===== config.mk =====
export PLATFORM = sky130hd
export DESIGN_NAME = bec_capture
export DESIGN_NICKNAME = d
export VERILOG_FILES = /design/src/design/bec_pkg.sv /design/src/design/bec_capture.sv
export VERILOG_INCLUDE_DIRS = /design/src /design/src/design
export SDC_FILE = /design/constraint.sdc
export NUM_CORES = 1
export LEC_CHECK = 0
export BUFFER_PORTS_ARGS = -buffer_cell sky130_fd_sc_hd__buf_2
export CAP_MARGIN = 10
export CORE_ASPECT_RATIO = 1.2
export CORE_MARGIN = 4
export CORE_UTILIZATION = 49
export CTS_CLUSTER_SIZE = 28
export DETAILED_ROUTE_END_ITERATION = 12
export GPL_TIMING_DRIVEN = 0
export PLACE_DENSITY_LB_ADDON = 0.3
export SETUP_SLACK_MARGIN = 0.2
export SLEW_MARGIN = 10
export SYNTH_ARGS = -nofsm -noshare
export SYNTH_HDL_FRONTEND = slang
export SYNTH_SLANG_ARGS = --single-unit

===== constraint.sdc =====
create_clock -name aclk -period 2.25 [get_ports aclk]
set_input_delay 0.1125 -clock aclk [delete_from_list [all_inputs] [get_ports aclk]]
set_output_delay 0.1125 -clock aclk [all_outputs]
set_load 0.02 [all_outputs]

===== src/design/bec_cfg.svh =====
`ifndef BEC_CFG_SVH
`define BEC_CFG_SVH
// ----------------------------------------
// register map, byte addresses
// ----------------------------------------
`define BEC_OFF_DETAIL_LO 8'h00
`define BEC_OFF_DETAIL_HI 8'h04
`define BEC_OFF_TYPE      8'h08
`define BEC_OFF_STATUS    8'h0C
`define BEC_OFF_MASK      8'h10
`define BEC_OFF_CTRL      8'h14
// ----------------------------------------
// reset values
// ----------------------------------------
`define BEC_RST_CTRL      1'h1
`define BEC_RST_MASK      2'h0
// ----------------------------------------
// error types and detail layout
// ----------------------------------------
`define BEC_TYPE_UNIT_LO  6'h06
`define BEC_TYPE_UNIT_HI  6'h08
`define BEC_TYPE_AXI_CAP  6'h08
`define BEC_TYPE_RING     6'h0A
`define BEC_SUB_HI        57
`define BEC_SUB_LO        54
`define BEC_AXID_HI       48
`define BEC_AXID_LO       41
`define BEC_RESP_HI       40
`define BEC_RESP_LO       37
`define BEC_LOCK_BIT      36
`define BEC_THRD_HI       35
`define BEC_THRD_LO       31
`define BEC_PORT_HI       30
`define BEC_PORT_LO       27
`define BEC_WR_BIT        26
`define BEC_UCA_BIT       25
`define BEC_UC_BIT        24
`define BEC_EXT_BIT       47
`define BEC_RW_BIT        46
`define BEC_PST_HI        45
`define BEC_PST_LO        44
// ----------------------------------------
// status bit positions
// ----------------------------------------
`define BEC_ST_UNIT       0
`define BEC_ST_RING       1
`endif


===== src/design/bec_pkg.sv =====
package bec_pkg;
  typedef logic [57:0] bec_detail_t;
  typedef enum logic [1:0] {
    BEC_PST_OK     = 2'h0,
    BEC_PST_UNAVL  = 2'h1,
    BEC_PST_NODEST = 2'h2,
    BEC_PST_PARITY = 2'h3
  } bec_pst_e;
  typedef enum logic [3:0] {
    BEC_RSUB_RSVD  = 4'h0,
    BEC_RSUB_RESP  = 4'h1,
    BEC_RSUB_RING  = 4'h2,
    BEC_RSUB_BYTE  = 4'h3
  } bec_rsub_e;
endpackage : bec_pkg


===== src/design/bec_capture.sv =====
// The implementer's own choices: the AXI4-Lite slave port and the address map.
`timescale 1ns/1ns
`include "bec_cfg.svh"
module bec_capture (
  // clock and reset
  input  wire logic        aclk,
  input  wire logic        aresetn,
  // axi4-lite write address
  input  wire logic [7:0]  s_axi_awaddr,
  input  wire logic        s_axi_awvalid,
  output logic             s_axi_awready,
  // axi4-lite write data
  input  wire logic [31:0] s_axi_wdata,
  input  wire logic [3:0]  s_axi_wstrb,
  input  wire logic        s_axi_wvalid,
  output logic             s_axi_wready,
  // axi4-lite write response
  output logic [1:0]       s_axi_bresp,
  output logic             s_axi_bvalid,
  input  wire logic        s_axi_bready,
  // axi4-lite read address
  input  wire logic [7:0]  s_axi_araddr,
  input  wire logic        s_axi_arvalid,
  output logic             s_axi_arready,
  // axi4-lite read data
  output logic [31:0]      s_axi_rdata,
  output logic [1:0]       s_axi_rresp,
  output logic             s_axi_rvalid,
  input  wire logic        s_axi_rready,
  // error report, one-cycle pulse with its qualifiers
  input  wire logic        err_valid,
  input  wire logic [5:0]  err_type,
  // bus interface unit details
  input  wire logic [3:0]  unit_subcode,
  input  wire logic [7:0]  unit_axi_id,
  input  wire logic [3:0]  unit_axi_resp,
  input  wire logic        unit_entry_lock,
  input  wire logic [4:0]  requesting_thread_number,
  input  wire logic [3:0]  unit_req_port,
  input  wire logic        unit_entry_write,
  input  wire logic        unit_entry_uca,
  input  wire logic        entry_uncached_flag,
  // ring bus details
  input  wire logic        ring_pkt_write,
  input  wire logic        ring_endpoint_off,
  input  wire logic        ring_unclaimed,
  input  wire logic        ring_byte_enable_err,
  input  wire logic        ring_parity_err,
  // interrupt
  output logic             irq
);
  // ----------------------------------------
  // decode helpers
  // ----------------------------------------
  function automatic logic is_rdb_sub(input logic [3:0] s);
    is_rdb_sub = (s <= 4'h3) || (s == 4'h6) || (s == 4'h8) || (s == 4'h9);
  endfunction : is_rdb_sub

  function automatic logic is_axi_sub(input logic [3:0] s);
    is_axi_sub = (s == 4'h1) || (s == 4'h3) || (s == 4'h4) || (s == 4'h5);
  endfunction : is_axi_sub

  function automatic logic [31:0] lane_merge(input logic [31:0] o,
                                             input logic [31:0] n,
                                             input logic [3:0]  st);
    logic [31:0] m;
    m = {{8{st[3]}}, {8{st[2]}}, {8{st[1]}}, {8{st[0]}}};
    lane_merge = (o & ~m) | (n & m);
  endfunction : lane_merge

  // ----------------------------------------
  // state
  // ----------------------------------------
  bec_pkg::bec_detail_t detail_q, detail_d;
  logic [5:0]  type_q;
  logic [1:0]  status_q, status_d;
  logic [1:0]  mask_q, mask_d;
  logic        ctrl_q, ctrl_d;
  logic        aw_got_q, w_got_q;
  logic [7:0]  awaddr_q;
  logic [31:0] wdata_q;
  logic [3:0]  wstrb_q;
  logic        bvalid_q, rvalid_q;
  logic [1:0]  bresp_q, rresp_q;
  logic [31:0] rdata_q;

  // ----------------------------------------
  // error classification
  // ----------------------------------------
  wire type_unit = (err_type >= `BEC_TYPE_UNIT_LO) && (err_type <= `BEC_TYPE_UNIT_HI);
  wire type_ring = (err_type == `BEC_TYPE_RING);
  wire cap_unit  = err_valid && ctrl_q && type_unit;
  wire cap_ring  = err_valid && ctrl_q && type_ring;
  wire axi_ok    = is_axi_sub(unit_subcode) && (err_type == `BEC_TYPE_AXI_CAP);
  wire rdb_ok    = is_rdb_sub(unit_subcode);

  // ----------------------------------------
  // bus interface unit layout
  // ----------------------------------------
  // port codes 10..15 pass straight through; the field is only 4 bits wide
  bec_pkg::bec_detail_t unit_fmt;
  always_comb begin
    unit_fmt = '0;
    unit_fmt[`BEC_SUB_HI:`BEC_SUB_LO] = unit_subcode;
    if (axi_ok) begin
      unit_fmt[`BEC_AXID_HI:`BEC_AXID_LO] = unit_axi_id;
      unit_fmt[`BEC_RESP_HI:`BEC_RESP_LO] = unit_axi_resp;
    end
    if (rdb_ok) begin
      unit_fmt[`BEC_LOCK_BIT]             = unit_entry_lock;
      unit_fmt[`BEC_THRD_HI:`BEC_THRD_LO] = requesting_thread_number;
      unit_fmt[`BEC_PORT_HI:`BEC_PORT_LO] = unit_req_port;
      unit_fmt[`BEC_WR_BIT]               = unit_entry_write;
      unit_fmt[`BEC_UCA_BIT]              = unit_entry_uca;
      unit_fmt[`BEC_UC_BIT]               = entry_uncached_flag;
    end
  end

  // ----------------------------------------
  // ring bus layout
  // ----------------------------------------
  // parity outranks the others: a corrupt packet makes its other flags suspect
  bec_pkg::bec_pst_e  ring_pst;
  bec_pkg::bec_rsub_e ring_sub;
  assign ring_pst = ring_parity_err      ? bec_pkg::BEC_PST_PARITY :
                    ring_byte_enable_err ? bec_pkg::BEC_PST_NODEST :
                    ring_unclaimed       ? bec_pkg::BEC_PST_NODEST :
                    ring_endpoint_off    ? bec_pkg::BEC_PST_UNAVL  :
                                           bec_pkg::BEC_PST_OK;
  assign ring_sub = ring_parity_err      ? bec_pkg::BEC_RSUB_RING :
                    ring_byte_enable_err ? bec_pkg::BEC_RSUB_BYTE :
                                           bec_pkg::BEC_RSUB_RESP;

  bec_pkg::bec_detail_t ring_fmt;
  always_comb begin
    ring_fmt = '0;
    ring_fmt[`BEC_SUB_HI:`BEC_SUB_LO] = ring_sub;
    ring_fmt[`BEC_EXT_BIT]            = 1'b0;
    ring_fmt[`BEC_RW_BIT]             = ring_pkt_write;
    ring_fmt[`BEC_PST_HI:`BEC_PST_LO] = ring_pst;
  end

  assign detail_d = cap_ring ? ring_fmt : cap_unit ? unit_fmt : detail_q;

  // ----------------------------------------
  // axi4-lite write path
  // ----------------------------------------
  wire aw_take  = s_axi_awvalid && s_axi_awready;
  wire w_take   = s_axi_wvalid && s_axi_wready;
  wire aw_have  = aw_got_q || aw_take;
  wire w_have   = w_got_q || w_take;
  wire wr_fire  = aw_have && w_have && !bvalid_q;
  wire [7:0]  wr_addr = aw_got_q ? awaddr_q : s_axi_awaddr;
  wire [31:0] wr_data = w_got_q ? wdata_q : s_axi_wdata;
  wire [3:0]  wr_strb = w_got_q ? wstrb_q : s_axi_wstrb;
  wire wr_stat  = wr_fire && (wr_addr == `BEC_OFF_STATUS);
  wire wr_mask  = wr_fire && (wr_addr == `BEC_OFF_MASK);
  wire wr_ctrl  = wr_fire && (wr_addr == `BEC_OFF_CTRL);
  wire wr_ro    = (wr_addr == `BEC_OFF_DETAIL_LO) || (wr_addr == `BEC_OFF_DETAIL_HI) ||
                  (wr_addr == `BEC_OFF_TYPE);
  wire wr_hit   = wr_ro || (wr_addr == `BEC_OFF_STATUS) || (wr_addr == `BEC_OFF_MASK) ||
                  (wr_addr == `BEC_OFF_CTRL);
  wire [31:0] wr_ones  = lane_merge(32'h0000_0000, wr_data, wr_strb);
  wire [31:0] mask_mrg = lane_merge({30'h0, mask_q}, wr_data, wr_strb);
  wire [31:0] ctrl_mrg = lane_merge({31'h0, ctrl_q}, wr_data, wr_strb);

  assign s_axi_awready = !aw_got_q && !bvalid_q;
  assign s_axi_wready  = !w_got_q && !bvalid_q;
  assign s_axi_bvalid  = bvalid_q;
  assign s_axi_bresp   = bresp_q;

  // set wins over a same-cycle write-one clear
  wire [1:0] st_set = {cap_ring, cap_unit};
  assign status_d = (status_q & ~(wr_stat ? wr_ones[1:0] : 2'h0)) | st_set;
  assign mask_d   = wr_mask ? mask_mrg[1:0] : mask_q;
  assign ctrl_d   = wr_ctrl ? ctrl_mrg[0] : ctrl_q;

  // ----------------------------------------
  // axi4-lite read path
  // ----------------------------------------
  wire ar_take = s_axi_arvalid && s_axi_arready;
  assign s_axi_arready = !rvalid_q;
  assign s_axi_rvalid  = rvalid_q;
  assign s_axi_rdata   = rdata_q;
  assign s_axi_rresp   = rresp_q;

  logic [31:0] rd_mux;
  logic        rd_hit;
  always_comb begin
    rd_mux = 32'h0000_0000;
    rd_hit = 1'b1;
    case (s_axi_araddr)
      `BEC_OFF_DETAIL_LO: rd_mux = detail_q[31:0];
      `BEC_OFF_DETAIL_HI: rd_mux = {6'h00, detail_q[57:32]};
      `BEC_OFF_TYPE:      rd_mux = {26'h0, type_q};
      `BEC_OFF_STATUS:    rd_mux = {30'h0, status_q};
      `BEC_OFF_MASK:      rd_mux = {30'h0, mask_q};
      `BEC_OFF_CTRL:      rd_mux = {31'h0, ctrl_q};
      default:            rd_hit = 1'b0;
    endcase
  end

  // ----------------------------------------
  // registers
  // ----------------------------------------
  always_ff @(posedge aclk) begin
    if (!aresetn) begin
      detail_q <= '0;
      type_q   <= 6'h00;
      status_q <= 2'h0;
      mask_q   <= `BEC_RST_MASK;
      ctrl_q   <= `BEC_RST_CTRL;
    end else begin
      detail_q <= detail_d;
      if (cap_unit || cap_ring) begin
        type_q <= err_type;
      end
      status_q <= status_d;
      mask_q   <= mask_d;
      ctrl_q   <= ctrl_d;
    end
  end

  always_ff @(posedge aclk) begin
    if (!aresetn) begin
      aw_got_q <= 1'b0;
      w_got_q  <= 1'b0;
      awaddr_q <= 8'h00;
      wdata_q  <= 32'h0000_0000;
      wstrb_q  <= 4'h0;
      bvalid_q <= 1'b0;
      bresp_q  <= 2'h0;
    end else begin
      if (aw_take && !wr_fire) begin
        aw_got_q <= 1'b1;
        awaddr_q <= s_axi_awaddr;
      end
      if (w_take && !wr_fire) begin
        w_got_q <= 1'b1;
        wdata_q <= s_axi_wdata;
        wstrb_q <= s_axi_wstrb;
      end
      if (wr_fire) begin
        aw_got_q <= 1'b0;
        w_got_q  <= 1'b0;
        bvalid_q <= 1'b1;
        bresp_q  <= wr_hit ? 2'h0 : 2'h2;
      end else if (s_axi_bready) begin
        bvalid_q <= 1'b0;
      end
    end
  end

  always_ff @(posedge aclk) begin
    if (!aresetn) begin
      rvalid_q <= 1'b0;
      rdata_q  <= 32'h0000_0000;
      rresp_q  <= 2'h0;
    end else if (ar_take) begin
      rvalid_q <= 1'b1;
      rdata_q  <= rd_mux;
      rresp_q  <= rd_hit ? 2'h0 : 2'h2;
    end else if (s_axi_rready) begin
      rvalid_q <= 1'b0;
    end
  end

  // level interrupt from unmasked sticky bits
  always_ff @(posedge aclk) begin
    if (!aresetn) begin
      irq <= 1'b0;
    end else begin
      irq <= |(status_d & mask_d);
    end
  end
endmodule : bec_capture


==> results.ini, run 1 <==
[outcome]
status=completed

[drt]
met2WireLength_mm=4.84
ant_nets=0
drt_pass1_iterations=5
met1_length_mm=3.91
detail_route.wl_per_cell_um=15.4
drt_iter0_drc=131
drc=0
routed_via_density=5.35
wl_met3_um=618
top_layer=met4
vias=3298
drt-total-wl_mm=9.46

[clock_tree]
clk_pin_slew_ps=80
worstSkewPairLatency_ps=350
numCtsBuffers=9
cts_root_buf=clkbuf_8
cts_tree=built
cts_sinks=85
clock_path_buffers=2
htree_num_levels=3

[placement]
io_buffers=99
dp_hpwl_mm=7.16
place_inst=600
place_congestion=0.793

[global_route]
antenna_found_initial=0
grt_max_degree=14
overflow=0
grt_pass1_vias=3227
grt_pass1_wl_mm=15.2
track_usage=0.217

[timing]
min_period_ps=1890
hold_violations=0
slew_headroom=0.500
final.period_utilization=0.838
fmax_mhz=530
rsz0062_at_grt=false
worstMarginPinSlew_ps=744
fin_setup_tns_ps=0
finClkSkew_ps=7.49
whs_ps=10.6
slew_violations=0
setup_viol=0

[setup_path]
cp-startpoint=s_axi_rvalid
crit_type=reg -> reg
r2r_setup_slack_ps=360
end_kind=register
cp_max_fo=10
required_ps=2530
r2r_start=s_axi_rvalid
arrival_ps=2170
reg2reg_depth=6
start_kind=register
r2r-end=s_axi_rdata[13]

[power_and_ir_drop]
p_int_mw=2.20
power_mw=2.94
comb_power_share=0.119
seq_power_share=0.527
power.leakage_nw=1.83
p_clk_frac=0.354
p_switching_mw=0.741
peakVddDrop_v=0.000401
swShare=0.252
powerDensity_mw_per_mm2=654

[die]
core_sq_mm=0.00727
ios=142
dieArea_sq_mm=0.00894
fp-row-count=34
die_width_um=87.0
die_h_um=103
start_util=0.504

[finish]
layout_common_cells=102 x buf_2, 85 x dfxtp_1, 48 x nand2_1, 44 x nor2b_1, 32 x a21oi_1
layout.cells.non_filler=616
num_antenna_cells=0
drive_gt1_frac=0.274
synthToLayoutAreaGrowth_pct=22.6
fill_cells=673
layout_commonest_cell=buf_2
finalNetCount=621

[min_path]
hold_path_depth=3
hold_path.startpoint=unit_axi_resp[0]
whs_endpoint=detail_q[37]
worstHoldPathType=in -> reg

[synth]
seq_area_frac_synth=0.464
avgSynthCellArea_sq_um=9.06
synth_cell_type_count=45
ys_seq_elements=85
synthCells=405
synth_area_sq_mm=0.00367
yosysWarnings=0

[run]
drv_cap=0

routing by layer:
metal / vias to the layer above / track usage
met5: - / 0
met3: 8 / 0.0472
met2: 92 / 0.379
met1: 1540 / 0.259
met4: 0 / 0.0827
li1: 1658 / -
power by group through the flow:
stage	combinational [mW]	clock, mW	sequential [mW]
floorplan	0.211	0	1.59
global placement	0.342	0	1.58
detailed placement	0.349	0	1.59
CTS	0.350	1.06	1.55
global route	0.383	1.12	1.56
finish	0.349	1.04	1.55
worst max path at each step:
stage	endpoint	slack (ps)	cells past startpoint
final	s_axi_rdata[13]	360	6
after global routing	s_axi_rdata[13]	250	6
after CTS	detail_q[33]	240	5
after detailed placement	detail_q[33]	250	5
after global placement	detail_q[38]	270	5
after floorplan	awaddr_q[0]	570	6
registers in the layout, summed over array words and instances, names as in the netlist, named ones only:
name and cells:
detail_q 29, s_axi_rdata 27, awaddr_q 8, type_q 6
mask_q 2, status_q 2, wdata_q 2, aw_got_q 1
irq 1, s_axi_bresp 1, s_axi_bvalid 1, s_axi_rresp 1
s_axi_rvalid 1, w_got_q 1, wstrb_q 1
worst max-delay path: stages (launching register included):
cell	delay, ps
dfxtp_1	350
nor2b_1	210
nand3_1	170
nor4b_4	570
buf_4	300
a22oi_1	90
nor2b_1	130
per-stage QoR:
| stage | instance area (sq um) | utilization | setup WS, ps |
|---|---|---|---|
| 3_5_place_dp | 4300 | 0.591 | 246 |
| 3_3_place_gp | 4300 | 0.591 | 270 |
| 4_1_cts | 4500 | 0.618 | 240 |
| 2_1_floorplan | 3690 | - | 573 |
| 5_1_grt | 4500 | 0.618 | 254 |
| 6_report | 4500 | 0.618 | 363 |
logic make-up after synthesis:
| family | after synthesis | share of synthesized area |
|---|---|---|
| mux | 27 | 0.0754 |
| simple gates | 173 | 0.258 |
| other cells | 1 | 0.00102 |
| flops | 85 | 0.464 |
| buf+inv | 34 | 0.0460 |
| compound gates | 85 | 0.156 |
area by class of cell:
class	count	area, sq um	area share
clock inverter	3	17.5	0.00389
tap	90	113	0.0250
inverter	5	18.8	0.00417
sequential	85	1700	0.378
clock buffer	13	179	0.0398
multi-input combinational	292	1820	0.405
buffer	29	153	0.0339
timing repair buffer	99	495	0.110
cells in the mapped netlist, drive strengths merged:
cell | number | area [sq um]
dfxtp | 85 | 1700
nand2 | 48 | 180
nor2b | 44 | 275
a21oi | 32 | 160
nand3 | 28 | 140
a22oi | 22 | 165
mux2i | 22 | 220
clkbuf | 16 | 60.1
nor2 | 15 | 58.8
buf | 13 | 90.1
o21ai | 8 | 40.0
a21boi | 7 | 63.8
nor3 | 7 | 40.0
nor4 | 6 | 43.8
inv | 5 | 18.8
mux2 | 5 | 56.3
nand2b | 5 | 31.3
nand3b | 5 | 41.3
a222oi | 4 | 40.0
and3 | 3 | 18.8
o2bb2ai | 3 | 26.3
nand4 | 2 | 12.5
nand4b | 2 | 17.5
nor3b | 2 | 15.0
nor4b | 2 | 32.5
o21a | 2 | 15.0
o22ai | 2 | 12.5
a211o | 1 | 8.76
a211oi | 1 | 12.5
and2 | 1 | 6.26
and4bb | 1 | 12.5
conb | 1 | 3.75
o211a | 1 | 10.0
o22a | 1 | 8.76
o32ai | 1 | 8.76
or3 | 1 | 6.26
or4b | 1 | 13.8
what timing repair did:
| item | in CTS | in global routing |
|---|---|---|
| setup buffers | 0 | 0 |
| hold buffers | 0 | 0 |
| gates resized for setup | 0 | 4 |
| endpoints found under the setup margin | 0 | 17 |
(Power assumes the default switching activity.)
==> run 2: changes to the inputs <==
--- a/config.mk
+++ b/config.mk
@@ -10,7 +10,7 @@
 export CAP_MARGIN = 10
 export CORE_ASPECT_RATIO = 1.2
 export CORE_MARGIN = 4
-export CORE_UTILIZATION = 49
+export CORE_UTILIZATION = 44
 export CTS_CLUSTER_SIZE = 28
 export DETAILED_ROUTE_END_ITERATION = 12
 export GPL_TIMING_DRIVEN = 0
==> constraint.sdc (replaced) <==
create_clock -name aclk -period 1.6 [get_ports aclk]
set_input_delay 0.08 -clock aclk [delete_from_list [all_inputs] [get_ports aclk]]
set_output_delay 0.08 -clock aclk [all_outputs]
set_load 0.02 [all_outputs]
==> run 2 against run 1 <==
  * The flow now finishes with violations (negative setup slack)
  * Critical path depth is 1 lower
  * Sequential share of layout area decreased by 7.8 points
  * Clock-buffer cell count shrank 4
  * Largest cell class unchanged
  * Critical path type unchanged
  * Final area rose by 27%
  * Non-clock buffer count increased by 63
  * First-iteration DRC count unchanged
  * Die area rose by 10%
  * Register-to-register slack worse by 390 ps
  * Sequential power is 41% higher
  * Sequential cell count is the same
==> results.ini, run 2 (synthesis gave the netlist of run 1 again) <==
[timing]
final.period_utilization=1.02
setup_viol=2
min_period_ps=1630
finClkSkew_ps=10.1
fmax_mhz=614
worstMarginPinSlew_ps=683
rsz0062_at_grt=true
slew_headroom=0.545
finalWorstSetupSlack_ps=-27.7
slew_violations=0
hold_violations=0

[finish]
largest_reg_flops=29
fill_cells=583
seq_area_sq_mm=0.00171
finalNetCount=684
layout_common_cells=99 x buf_2, 81 x dfxtp_1, 43 x nor2b_1, 42 x nand2_1, 36 x dlygate4sd3_1
num_antenna_cells=0
layout.cells.non_filler=684
top_register=detail_q
drive_gt1_frac=0.450
layout_commonest_cell=buf_2
design_area_sq_mm=0.00569
multi_input_area_sq_mm=0.00232
synthToLayoutAreaGrowth_pct=55.2
fin_util=0.702

[global_route]
antenna_found_initial=0
grt_max_degree=18
grt_pass1_wl_mm=17.8
track_usage=0.225
overflow=0
grt_pass1_vias=3689

[clock_tree]
clk_pin_slew_ps=90
htree_num_levels=3
worstSkewPairLatency_ps=360
clock_path_buffers=2
cts_root_buf=clkbuf_8
cts_tree=built
numCtsBuffers=9
cts_sinks=85

[power_and_ir_drop]
power.leakage_nw=2.23
peakVddDrop_v=0.000449
powerDensity_mw_per_mm2=779
power_mw=4.44

[drt]
routed_via_density=5.41
drt_pass1_iterations=5
drc=0
vias=3702
detail_route.wl_per_cell_um=17.0
drt-total-wl_mm=11.6
drt_iter0_drc=131
ant_nets=0

[placement]
place_inst=605
dpl_cell_area_sq_mm=0.00438
dp_hpwl_mm=7.32
place_congestion=0.866
io_buffers=99

[die]
dieArea_sq_mm=0.00987
ios=142
die_h_um=108
start_util=0.452
die_width_um=91.4
core_sq_mm=0.00811
fp-row-count=36

[setup_path]
start_kind=register
reg2reg_depth=5
crit_type=reg -> reg
arrival_ps=1900
required_ps=1870
end_kind=register
cp_max_fo=9
r2r_setup_slack_ps=-30

[min_path]
hold_path_depth=3
worstHoldPathType=in -> reg

[run]
drv_cap=0

[outcome]
status=finished with violations
violations=negative setup slack

[run 2: cell count changes in the layout (fill, tap and decap cells not counted), moves of 16 or more]
cell | before | now
nand3_2 | 0 | 21
dlygate4sd3_1 | 0 | 36
a21oi_2 | 0 | 23
buf_6 | 0 | 16
a21oi_1 | 32 | 9
nand3_1 | 28 | 4
[run 2: power breakdown]
group          leakage, nW  switching [mW]  internal (mW)  total, mW
clock               0.0936           0.869          0.599       1.47
combinational         1.45           0.399          0.377      0.775
sequential           0.689          0.0369           2.16       2.19
[run 2: path summary, 6_finish.rpt]
path | startpoint | to
hold reg to reg | type_q[2] | type_q[2]
hold / removal | s_axi_araddr[6] | s_axi_rresp[1]
setup reg to reg | aw_got_q | irq
setup / recovery | aw_got_q | irq
[run 2: routing by layer]
metal	GRT usage	wire (um)	vias to the layer above
li1	-	-	1789
met1	0.247	4560	1780
met2	0.422	6290	116
met3	0.0494	616	17
met4	0.0851	164	0
met5	0	0	-
[run 2: what timing repair did]
item | CTS | global route
cloned | 1 | 2
endpoints found under the hold margin | 35 | 0
buffers inserted | 13 | 11
gates resized for setup | 80 | 59
hold buffers | 36 | 0
setup endpoints to repair | 78 | 71
pin swaps | 47 | 23
[run 2: per-stage QoR]
step	setup TNS, ps	hold WS [ps]	setup slack, ps
after floorplan	0	216	114
after global placement	-3860	335	-185
after detailed placement	-5670	341	-236
after CTS	-28.2	0.706	-28.2
after global routing	-480	24.1	-104
final	-31.4	25.6	-27.7
[run 2: layout make-up]
class / instances / share of cell area
Sequential cell: 85 / 0.301
Timing Repair Buffer: 162 / 0.199
Clock buffer: 9 / 0.0218
Clock inverter: 7 / 0.0119
Multi-Input combinational cell: 292 / 0.407
Inverter: 5 / 0.00330
Buffer: 29 / 0.0354
Tap cell: 95 / 0.0209
[run 2: critical path, stage by stage (launching register included)]
cell      delay [ps]
dfxtp_4          380
buf_8            140
mux2_4           320
nand4b_1         250
mux2_4           370
o32ai_2           90
==> run 3: changes to the inputs <==
--- a/config.mk
+++ b/config.mk
@@ -8,7 +8,7 @@
 export LEC_CHECK = 0
 export BUFFER_PORTS_ARGS = -buffer_cell sky130_fd_sc_hd__buf_2
 export CAP_MARGIN = 10
-export CORE_ASPECT_RATIO = 1.2
+export CORE_ASPECT_RATIO = 0.6
 export CORE_MARGIN = 4
 export CORE_UTILIZATION = 44
 export CTS_CLUSTER_SIZE = 28
==> run 3 against run 2 <==
  * The run still ends with negative setup slack left
  * Die area is 0.42% higher
  * Final area grew 1.6%
  * Setup slack got worse by 120 ps
  * Sequential share of layout area decreased by 0.51 points
  * Clock power grew 37%
  * First-iteration DRC count grew to 3.0 times the previous value
  * Cell count is 0.73% lower
  * Worst hold slack lost 16 ps
  * Non-clock buffer count is 18 lower
  * Combinational power is 3.1% lower
  * Sequential power about the same
  * Wire length up 10%
==> results.ini, run 3 (synthesis gave the netlist of run 1 again) <==
[outcome]
status=finished with violations
violations=negative setup slack

[clock_tree]
htree_num_levels=3
worstSkewPairLatency_ps=340
cts_sinks=85
cts_tree=built
cts_root_buf=clkbuf_16
clk_pin_slew_ps=60
numCtsBuffers=9
clock_path_buffers=2

[min_path]
worstHoldPathType=in -> reg
hold_path_depth=3

[finish]
top_register=detail_q
layout_commonest_cell=buf_2
drive_gt1_frac=0.476
layout_common_cells=98 x buf_2, 81 x dfxtp_1, 43 x nand2_1, 43 x nor2b_1, 26 x buf_4
fill_cells=553
finalNetCount=666
num_antenna_cells=0
synthToLayoutAreaGrowth_pct=57.7
largest_reg_flops=29
layout.cells.non_filler=679
fin_util=0.725

[global_route]
track_usage=0.222
grt_pass1_wl_mm=17.6
antenna_found_initial=0
grt_max_degree=14
grt_pass1_vias=3437
overflow=0

[die]
die_h_um=78.7
dieArea_sq_mm=0.00991
die_width_um=126
start_util=0.460
ios=142
fp-row-count=25
core_sq_mm=0.00798

[timing]
finalWorstSetupSlack_ps=-150
slew_headroom=0.493
worstMarginPinSlew_ps=760
slew_violations=0
finClkSkew_ps=3.98
setup_viol=3
rsz0062_at_grt=true
hold_violations=0
fmax_mhz=571
min_period_ps=1750
final.period_utilization=1.09

[setup_path]
path_cells=buf_6, mux2_4, nand4b_1, mux2_4, o32ai_2
end_kind=register
cp_max_fo=10
reg2reg_depth=5
required_ps=1850
cp_slowest_cell=mux2_4
start_kind=register
critical_path.max_stage_delay_ps=390
arrival_ps=2000
crit_cells=5
cpMostUsedCell=mux2_4
cp_top_family=multiplexers
cp.buffers_inverters=1
crit_type=reg -> reg

[run]
drv_cap=0

[placement]
io_buffers=99
place_inst=618
place_congestion=0.795
dp_hpwl_mm=7.64

[power_and_ir_drop]
power.leakage_nw=2.23
peakVddDrop_v=0.000542
powerDensity_mw_per_mm2=857

[drt]
drt_pass1_iterations=4
drt_iter0_drc=391
ant_nets=0
detail_route.wl_per_cell_um=18.9
routed_via_density=5.56
vias=3772
drt-total-wl_mm=12.8
drc=0

## run 3: changes by cell type in the layout (fill, tap and decap cells not counted), moves of 5 or more
cell           change
dlygate4sd3_1     -21
clkbuf_16         +12
nand3_4            +9
clkbuf_8           -8
nand3_2            -7
buf_12             +6
buf_4              +5
buf_6              -5
## run 3: report_power, final
| part | internal [mW] | leakage, nW | switching [mW] |
|---|---|---|---|
| combinational | 0.344 | 1.40 | 0.407 |
| sequential | 2.16 | 0.688 | 0.0349 |
| clock | 1.18 | 0.141 | 0.824 |
## run 3: timing repair
item	CTS	global route
gates cloned	2	3
setup buffers	11	14
gates resized for setup	61	99
setup endpoints to repair	79	77
hold endpoints to repair	15	0
hold buffers	15	0
pin swaps	28	32
## run 3: final cells by class
class                   count  area [sq um]  share of cell area
plain buffers              29           241              0.0417
clock inverters             3          17.5             0.00303
multi-input cells         292          2390               0.414
flip-flops and latches     85          1710               0.295
inverters                   5          18.8             0.00324
clock buffers              13           272              0.0469
repair buffers            144           996               0.172
well taps                 108           135              0.0234
## run 3: stage by stage
step,setup WS (ps),hold WS (ps),TNS (ps),instance area (sq um),power [mW]
6_report,-150,9.40,-322,5780,4.95
5_1_grt,-225,6.95,-1060,5780,5.12
4_1_cts,-62.4,3.73,-66.2,5170,4.83
3_5_place_dp,-244,337,-6030,4390,2.75
3_3_place_gp,-188,332,-4160,4390,2.74
2_1_floorplan,114,216,0,3760,2.56
## run 3: path summary, 6_finish.rpt
check,start,endpoint,slack [ps]
setup reg to reg,aw_got_q,irq,-150
setup / recovery,aw_got_q,irq,-150
hold / removal,unit_axi_id[7],detail_q[48],9
hold reg to reg,s_axi_rdata[1],s_axi_rdata[1],450
## run 3: worst register-to-register path: cells and delay by family, from the launching register on
| family | cells | cell delay [ps] |
|---|---|---|
| flops | 1 | 370 |
| mux | 2 | 720 |
| simple gates | 1 | 310 |
| compound gates | 1 | 90 |
| buf+inv | 1 | 160 |
## run 3: layer usage
layer	vias to the layer above	wire, um	track usage
met5	-	0	0
met4	0	180	0.0632
met3	16	1100	0.0571
met2	167	5910	0.330
met1	1842	5660	0.319
li1	1747	-	-
